[src/logic/acr_pkg.sv]
package acr_pkg;
	// Register offsets (word indices, taken from adr_i[4:2])
	localparam logic [2:0] OFS_CTRL = 3'h0;
	localparam logic [2:0] OFS_MUX = 3'h2;
	localparam logic [2:0] OFS_REF = 3'h4;
	localparam logic [2:0] OFS_INTEN = 3'h6;
	localparam logic [2:0] OFS_STATUS = 3'h7;
	// Register field positions
	localparam int CTRL_RUN_STDBY = 7;
	localparam int CTRL_PAD_EN = 6;
	localparam int CTRL_EDGE_LO = 4;
	localparam int CTRL_LOW_PWR = 3;
	localparam int CTRL_HYS_LO = 1;
	localparam int CTRL_ENABLE = 0;
	localparam int MUX_INVERT = 7;
	localparam int MUX_POS_LO = 3;
	localparam int MUX_NEG_LO = 0;
	localparam int STAT_STATE = 4;
	localparam int STAT_FLAG = 0;
	localparam int INTEN_BIT = 0;
	// Reset values
	localparam logic [7:0] CTRL_RST = 8'h00;
	localparam logic [7:0] MUX_RST = 8'h00;
	localparam logic [7:0] REF_RST = 8'hff;
	localparam logic [7:0] INTEN_RST = 8'h00;
	// Edge mode codes and negative-select divider code
	localparam logic [1:0] EDGE_ANY = 2'h0;
	localparam logic [1:0] EDGE_RSVD = 2'h1;
	localparam logic [1:0] EDGE_FALL = 2'h2;
	localparam logic [1:0] EDGE_RISE = 2'h3;
	localparam logic [1:0] NEG_DIVREF = 2'h3;

	typedef struct packed {
		logic enable;
		logic low_power_select;
		logic [1:0] hysteresis_select;
		logic [1:0] positive_input_select;
		logic [1:0] negative_input_select;
		logic [7:0] divider_reference_level;
		logic standby_run;
	} acr_core_ctl_s;
endpackage

[src/logic/acr_regs.sv]
// Design decision made here: the Wishbone slave port.
`timescale 1ns/1ns
// Function
// - Standby-run bit keeps comparator alive in standby
// - Pad enable drives comparator output to pin
// - Edge field selects both, falling, rising
// - Low-power bit drives core low-current control
// - Hysteresis field drives core hysteresis selection
// - Enable bit switches comparator on or off
// - Invert bit inverts output for consumers
// - Positive select routes one of four pins
// - Negative select: three pins or divider reference
// - Eight-bit reference level, reset 0xff
// - Interrupt enable bit gates interrupt request
// - State bit is synchronized output, three-cycle lag
// - Status flag cleared by writing one
// - Flag set on selected output edge
// - Request high while enabled and flag set
// - Level event output follows comparator output
module acr_regs
	import acr_pkg::*;
(
	// Clock and reset
	input wire logic clk_i,
	input wire logic rst_i,
	// Classic Wishbone slave
	input wire logic cyc_i,
	input wire logic stb_i,
	input wire logic we_i,
	input wire logic [3:0] sel_i,
	input wire logic [4:0] adr_i,
	input wire logic [31:0] dat_i,
	output logic [31:0] dat_o,
	output logic ack_o,
	output logic err_o,
	// Sleep state from the power manager
	input wire logic standby_i,
	// Analog core
	input wire logic cmp_raw_i,
	output acr_core_ctl_s core_ctl_o,
	// Output pad
	output logic pad_out_o,
	output logic pad_oe_o,
	// Consumers
	output logic event_level_o,
	output logic irq_o
);
	logic [7:0] ctrl_q;
	logic [7:0] mux_q;
	logic [7:0] ref_q;
	logic [7:0] inten_q;
	logic flag_q;
	logic sync1_q;
	logic sync2_q;
	logic state_q;
	logic prev_q;
	logic ack_q;
	logic err_q;
	logic [31:0] rdat_q;
	logic req;
	logic hit;
	logic wr;
	logic [2:0] reg_ofs;
	logic [1:0] edge_mode;
	logic running;
	logic inv_out;
	logic edge_hit;
	logic [7:0] rd_byte;
	logic [7:0] wr_byte;

	// Byte lane: index of the lowest set bit of sel
	function automatic logic [1:0] lane_of(input logic [3:0] sel);
		logic [1:0] l;
		l = 2'h0;
		for (int i = 3; i >= 0; i--) begin
			if (sel[i]) begin
				l = 2'(i);
			end
		end
		return l;
	endfunction

	function automatic logic known_ofs(input logic [2:0] ofs);
		return ofs == OFS_CTRL || ofs == OFS_MUX || ofs == OFS_REF || ofs == OFS_INTEN || ofs == OFS_STATUS;
	endfunction

	// Each 8-bit register sits in the low byte of its own word
	assign reg_ofs = adr_i[4:2];
	assign req = cyc_i && stb_i && !ack_q && !err_q;
	assign hit = req && known_ofs(reg_ofs) && adr_i[1:0] == 2'h0;
	assign wr = hit && we_i && sel_i[0];
	assign wr_byte = dat_i[7:0];
	assign edge_mode = ctrl_q[CTRL_EDGE_LO +: 2];

	// Running drops in standby when standby-run is clear
	assign running = ctrl_q[CTRL_ENABLE] && (!standby_i || ctrl_q[CTRL_RUN_STDBY]);
	assign inv_out = sync2_q ^ mux_q[MUX_INVERT];

	always_comb begin
		edge_hit = 1'b0;
		unique case (edge_mode)
			EDGE_ANY: edge_hit = inv_out != prev_q;
			EDGE_RSVD: edge_hit = 1'b0;
			EDGE_FALL: edge_hit = prev_q && !inv_out;
			EDGE_RISE: edge_hit = !prev_q && inv_out;
		endcase
	end

	always_comb begin
		rd_byte = 8'h00;
		unique case (reg_ofs)
			OFS_CTRL: rd_byte = ctrl_q;
			OFS_MUX: rd_byte = mux_q & 8'h9b;
			OFS_REF: rd_byte = ref_q;
			OFS_INTEN: rd_byte = inten_q & 8'h01;
			OFS_STATUS: rd_byte = {3'h0, state_q, 3'h0, flag_q};
			default: rd_byte = 8'h00;
		endcase
	end

	// Bus handshake: one wait state, then ack or err for one cycle
	always_ff @(posedge clk_i) begin
		if (rst_i) begin
			ack_q <= 1'b0;
			err_q <= 1'b0;
			rdat_q <= 32'h0000_0000;
		end else begin
			ack_q <= hit;
			err_q <= req && !hit;
			rdat_q <= hit ? {24'h00_0000, rd_byte} : 32'h0000_0000;
		end
	end

	always_ff @(posedge clk_i) begin
		if (rst_i) begin
			ctrl_q <= CTRL_RST;
			mux_q <= MUX_RST;
			ref_q <= REF_RST;
			inten_q <= INTEN_RST;
		end else if (wr) begin
			unique case (reg_ofs)
				OFS_CTRL: ctrl_q <= wr_byte;
				OFS_MUX: mux_q <= wr_byte & 8'h9b;
				OFS_REF: ref_q <= wr_byte;
				OFS_INTEN: inten_q <= wr_byte & 8'h01;
				default: ;
			endcase
		end
	end

	// Two-flop synchronizer plus state register: three-cycle lag
	always_ff @(posedge clk_i) begin
		if (rst_i) begin
			sync1_q <= 1'b0;
			sync2_q <= 1'b0;
			state_q <= 1'b0;
			prev_q <= 1'b0;
		end else begin
			sync1_q <= cmp_raw_i;
			sync2_q <= sync1_q;
			if (running) begin
				state_q <= sync2_q;
			end
			prev_q <= inv_out;
		end
	end

	// Set wins over a same-cycle clear
	always_ff @(posedge clk_i) begin
		if (rst_i) begin
			flag_q <= 1'b0;
		end else if (running && edge_hit) begin
			flag_q <= 1'b1;
		end else if (wr && reg_ofs == OFS_STATUS && wr_byte[STAT_FLAG]) begin
			flag_q <= 1'b0;
		end
	end

	always_ff @(posedge clk_i) begin
		if (rst_i) begin
			core_ctl_o <= '0;
			pad_out_o <= 1'b0;
			pad_oe_o <= 1'b0;
			event_level_o <= 1'b0;
			irq_o <= 1'b0;
		end else begin
			core_ctl_o.enable <= running;
			core_ctl_o.standby_run <= ctrl_q[CTRL_RUN_STDBY];
			core_ctl_o.low_power_select <= ctrl_q[CTRL_LOW_PWR];
			core_ctl_o.hysteresis_select <= ctrl_q[CTRL_HYS_LO +: 2];
			core_ctl_o.positive_input_select <= mux_q[MUX_POS_LO +: 2];
			core_ctl_o.negative_input_select <= mux_q[MUX_NEG_LO +: 2];
			core_ctl_o.divider_reference_level <= ref_q;
			pad_out_o <= inv_out;
			pad_oe_o <= ctrl_q[CTRL_PAD_EN] && running;
			// Registered copy; pins cannot stay asynchronous here
			event_level_o <= inv_out && running;
			irq_o <= inten_q[INTEN_BIT] && flag_q;
		end
	end

	assign dat_o = rdat_q;
	assign ack_o = ack_q;
	assign err_o = err_q;
endmodule

[config.mk]
export PLATFORM = sky130hd
export DESIGN_NAME = acr_regs
export DESIGN_NICKNAME = d
export VERILOG_FILES = /design/src/logic/acr_pkg.sv /design/src/logic/acr_regs.sv
export SDC_FILE = /design/constraint.sdc
export NUM_CORES = 1
export LEC_CHECK = 0
export BUFFER_PORTS_ARGS = -buffer_cell sky130_fd_sc_hd__buf_2
export CORE_MARGIN = 2
export CORE_UTILIZATION = 46
export CTS_CLUSTER_SIZE = 12
export DETAILED_ROUTE_END_ITERATION = 10
export PLACE_DENSITY = 0.87
export SYNTH_ARGS = -nofsm -noshare
export SYNTH_HDL_FRONTEND = slang
export SYNTH_SLANG_ARGS = --single-unit
[constraint.sdc]
create_clock -name clk_i -period 2.1 [get_ports clk_i]
set_input_delay 0.21 -clock clk_i [delete_from_list [all_inputs] [get_ports clk_i]]
set_output_delay 0.21 -clock clk_i [all_outputs]
set_load 0.05 [all_outputs]
# --- After elaboration in Yosys (flattened, before gate mapping) ---
# Index checks and enable logic that the tools add are counted.
totals:
  output_inout_bits: 55
  in_bits: 48
  register_bits: 81
  wordCells: 74
op_classes:
  bitwise: 2
  reduce_logical: 37
  n_eq_ne: 8
  mux: 4
op_table:
  columns: ["op", "n"]
  rows:
  - ["$pmux 8 s5", 1]
  - ["$logic_and 1x1->1", 17]
  - ["$eq 3x3->1 const B", 3]
  - ["$reduce_and 2->1", 4]
  - ["$logic_not 1->1", 6]
  - ["$logic_or 1x1->1", 5]
  - ["$eq 2x2->1 const B", 2]
  - ["$logic_not 2->1", 2]
  - ["$pmux 1 s4", 1]
  - ["$eq 3x2->1 const B", 1]
  - ["$logic_not 3->1", 1]
  - ["$eq 2x1->1 const B", 1]
  - ["$mux 1", 2]
  - ["$reduce_bool 2->1", 1]
  - ["$reduce_or 2->1", 1]
  - ["$ne 1x1->1", 1]
  - ["$not 1->1", 1]
  - ["$xor 1x1->1", 1]

# --- Depth between registers and ports, before layout ---
logic_depth:
  depth_word: 13
  depth_mapped: 7
  depth_no_buf: 7

# --- Worst setup path before layout ---
# OpenSTA, ideal clock, no wires.
synth_timing:
  path_kind: "reg2reg"
  start: "reg err_q, in the netlist err_o"
  end: "reg ctrl_q[1]"
  slack_ns: 0.161
  stages_incl_launch_ff: 6
  n_path_buf: 1
  synth_period_minus_slack_ns: 1.939
  required_ns: 1.972
  arrival_ns: 1.812
  setup_ns: 0.128
  cell_sequence: "dfxtp_1 nand4bb_1 clkbuf_1 nor4_4 mux2i_1 nor2_1"
synth_between:
  elab_chain_len: 7
synth_lines:
  columns: ["item", "line_no", "text"]
  rows:
  - ["start: declaration", "acr_regs.sv:58", "logic err_q;"]
  - ["start signal: assignment", "acr_regs.sv:129", "err_q <= req && !hit;"]
  - ["$logic_not 1->1", "acr_regs.sv:89", "assign req = cyc_i && stb_i && !ack_q && !err_q;"]
  - ["$logic_and 1x1->1", "acr_regs.sv:89", null]
  - ["$logic_and 1x1->1 (2 in a row)", "acr_regs.sv:90", "assign hit = req && known_ofs(reg_ofs) && adr_i[1:0] == 2'h0;"]
  - ["$logic_and 1x1->1 (2 in a row)", "acr_regs.sv:91", "assign wr = hit && we_i && sel_i[0];"]
  - ["$reduce_and 2->1 (no line)", null, null]
  - ["end signal: assignment", "acr_regs.sv:142", "OFS_CTRL: ctrl_q <= wr_byte;"]
  - ["end: declaration", "acr_regs.sv:48", "logic [7:0] ctrl_q;"]
# Every way passes these cells.
# A chain may end at the register's enable or synchronous reset.

# --- Worst setup path in the final report ---
layout_timing:
  start: "reg err_q, in the netlist err_o"
  end: "reg mux_q[0]"
layout_between:
  elab_chain_len: 7
layout_lines:
  columns: ["item", "line_no", "text"]
  rows:
  - ["$logic_not 1->1", "acr_regs.sv:89", null]
  - ["$logic_and 1x1->1", "acr_regs.sv:89", null]
  - ["$logic_and 1x1->1 (2 in a row)", "acr_regs.sv:90", null]
  - ["$logic_and 1x1->1 (2 in a row)", "acr_regs.sv:91", null]
  - ["$reduce_and 2->1 (no line)", null, null]
  - ["end signal: assignment", "acr_regs.sv:143", "OFS_MUX: mux_q <= wr_byte & 8'h9b;"]
  - ["end: declaration", "acr_regs.sv:49", "logic [7:0] mux_q;"]
# Every way passes these cells.

==> impl_results.md <==
* Crit path kind: reg2reg
* Pwr/cell area at 815 nW/um^2
* Main area contributors after synthesis: dfxtp_1, mux2i_1, buf_4, nor2_1, nor2b_1
* WP data arrival at between 1.5 and 2 ns
* Via count at around 1700
* WL final at approximately 4300 um
* Final nets at 339
* Initial antenna violation count at 1
* Share of layout cells above drive strength 1 at 0.266
* R2R depth at 5
* FF-to-FF Start: err_o$_SDFF_PP0_
* IO Count at 103
* Vias/cell at ~4.7
* CTS tree: built
* Iter 0 DRT Violations at 105
* ANT nets after route at 0
* Remaining DRCs at 0
* Post-route setup slack at roughly 0.46 ns
* Hold Crit Start: cmp_raw_i
* Antenna Cells at 0
* Status: finished clean
* Crit end category: flop
* # setup viols final at 0
* Grt peak-use layer: met2
* Worst setup SP type: flop
* Die height at 74.5 um
* Clock sink count at 57
* Routing usage on met1 at 0.181
* RSZ-0062 raised after global routing: no
* Initial Util at 0.481
* Synth-to-Final Area Change at 17.1%
* Worst-Skew Late Latency at approximately 0.33 ns
* Crit path required time at between 2 and 2.5 ns
* Cell area after layout at between 2000 and 3000 sq um
* Worst slew pin tran at slightly below 0.6 ns
* Fillers at about 410
* Port Buffers at between 50 and 60
* Post-route minimum period at between 1.5 and 2 ns
* Biggest area consumer among synthesized cells: dfxtp_1
* R2R setup slack at approximately 0.46 ns
* Tcrit/Tclk final at 0.781
* DP Worst Slack at roughly 0.33 ns
* Leak at 1.24 nW
* Core area at ~4800 sq um
* Clock buffer count from CTS at 9
* Post-synth cell types at 36
* Total grt overflow at 0
* Sink of the worst hold path: sync1_q$_SDFF_PP0_
* Clk slew on worst S/H paths at 0.06 ns
* Met3 Track Usage GR at 0.0759
* Final Power at 0.00218 W
* Peak supply drop at approximately 400 uV
* Skew final at 0.00531 ns
* Post-Syn Area at between 2000 and 2500 sq um
* Final estimated routing congestion in global placement at roughly 0.86
* Die W at about 75 um
* Yosys warns at 0
* Final Core Density at 0.563
* Type of the most critical hold path: in2reg
* Total iterations of the first detailed-routing run at 5
* Half-perimeter wire length after placement at between 3000 and 4000 um
* Site Rows at 25
* Gates resized, CTS repair at 0
* Largest net degree at the start of global routing at 36
* CTS Hold Bufs at 0
* Post-CTS Repair Setup Buffers at 0
* CTS Root Cell: clkbuf_8
* Die area at about 5600 sq um
* Max Transition Viols Final at 0
* Met2 usage at 0.277
* Wire per inst at 11.9 um
* R2r endpoint: mux_q[0]$_SDFFE_PP0P_
* Final hold violations at 0
* CP max FO at 8
* Syn Area/Cell at about 9.8 sq um
* Top-area cell type share of the netlist area at 0.499
* Total Routing Usage GR at 0.168
* Vias in the first global route at roughly 1500
* First-pass GRT wire length at a little under 7000 um
* Seq cells post-synth at 57
* H-tree depth at 3
* Max clock buf depth at 2
* Fmax at 610 MHz
* Setup TNS Final at 0 ns
* Post-DP Area at 2520 sq um
* Slew margin rel. at 0.602
* Hold path cells at 2
* Post-Synthesis Cells at ~230
* Max-cap violations at 0
* Sequential share of the synthesized area at 0.499
report_power, final:
group | internal (W) | switching (W)
registers | 0.00109 | 0.00000338
clock network | 0.000449 | 0.000394
logic | 0.0000464 | 0.000195
total | 0.00159 | 0.000592
critical path, cell delays in order (launching register included):
cell       delay, ns
dfxtp_1         0.30
nand4bb_1       0.17
buf_4           0.18
or4_4           0.61
mux2i_1         0.18
nor2_1          0.05
cell families after synthesis:
family / share of synthesized area
AOI/OAI and AO/OA: 0.0525
xor gates and xnor gates: 0.00383
adders and majority gates: 0.0109
buffers and inverters: 0.114
DFF: 0.499
muxes: 0.110
other: 0.00164
and+or+nand+nor: 0.208
sequential cells by signal (all words and copies together), names as in the netlist:
signal         count
sync1_q            1
inten_q            1
ref_q              8
irq_o              1
event_level_o      1
pad_out_o          1
mux_q              5
ctrl_q             8
pad_oe_o           1
err_o              1
core_ctl_o        17
flag_q             1
ack_o              1
state_q            1
sync2_q            1
dat_o              8
stage by stage:
stage | instances | hold WS (ns)
4_1_cts | 360 | 0.0828
6_report | 360 | 0.0915
2_1_floorplan | 257 | 0.293
3_3_place_gp | 345 | 0.417
3_5_place_dp | 345 | 0.433
5_1_grt | 360 | 0.0969
layer usage:
layer  wire length (um)  vias up
met5                  0        -
met4                 80        0
met2               2160       76
met3                381        8
li1                   -      839
met1               1670      782
worst max path at each step:
stage / from / endpoint / slack [ns] / cells past startpoint
6_report: err_o$_SDFF_PP0_ / mux_q[0]$_SDFFE_PP0P_ / 0.46 / 5
3_5_place_dp: adr_i[2] / mux_q[0]$_SDFFE_PP0P_ / 0.33 / 5
3_3_place_gp: adr_i[2] / mux_q[0]$_SDFFE_PP0P_ / 0.34 / 5
2_1_floorplan: err_o$_SDFF_PP0_ / ctrl_q[1]$_SDFFE_PP0P_ / 0.16 / 5
5_1_grt: mux_q[7]$_SDFFE_PP0P_ / flag_q$_SDFFE_PP0P_ / 0.36 / 7
4_1_cts: err_o$_SDFF_PP0_ / mux_q[0]$_SDFFE_PP0P_ / 0.46 / 5
cells in the final DEF, fill, tap and decap left out, types with 2 or more instances in the layout:
| master | netlist | layout |
|---|---|---|
| a21oi_1 | 12 | 12 |
| and2_1 | 2 | 2 |
| buf_2 | 2 | 51 |
| buf_4 | 24 | 6 |
| clkbuf_1 | 5 | 2 |
| clkbuf_8 | 0 | 10 |
| clkinv_2 | 0 | 2 |
| conb_1 | 1 | 24 |
| dfxtp_1 | 57 | 57 |
| ha_1 | 2 | 2 |
| inv_1 | 5 | 5 |
| mux2i_1 | 24 | 24 |
| nand2_1 | 5 | 5 |
| nand4_1 | 2 | 2 |
| nor2_1 | 36 | 36 |
| nor2b_1 | 19 | 19 |
| nor3_1 | 10 | 10 |
| o21ai_0 | 4 | 4 |
| or2_2 | 2 | 2 |
Yosys cell counts:
master and instances:
a21oi_1 12, and3_1 1, buf_2 2, clkbuf_1 5, or4_4 1, or2_2 2, nor2_1 36, mux2i_1 24
or3_1 1, a31oi_1 1, nand3_1 1, nor2b_1 19, and2_1 2, inv_1 5, nand4bb_1 1, xnor2_1 1
nand2b_1 1, nor4_4 1, nor4_1 1, or3_4 1, a2bb2oi_1 1, nor4b_4 1, or4_1 1, buf_1 3
nand4_1 2, buf_6 2, ha_1 2, o21ai_0 4, mux2_2 1, nor3_1 10, dfxtp_1 57, buf_4 24
nand2_1 5, a32o_1 1, conb_1 1, a2111oi_2 1
area by class of cell:
class | instances | area (sq um) | area share
Inverter | 5 | 18.8 | 0.00701
Tap cell | 67 | 83.8 | 0.0313
Clock buffer | 12 | 145 | 0.0542
Timing Repair Buffer | 57 | 300 | 0.112
Multi-Input combinational cell | 159 | 972 | 0.363
Sequential cell | 57 | 1140 | 0.426
Clock inverter | 3 | 17.5 | 0.00654
Power figures use the tool's default switching activity.
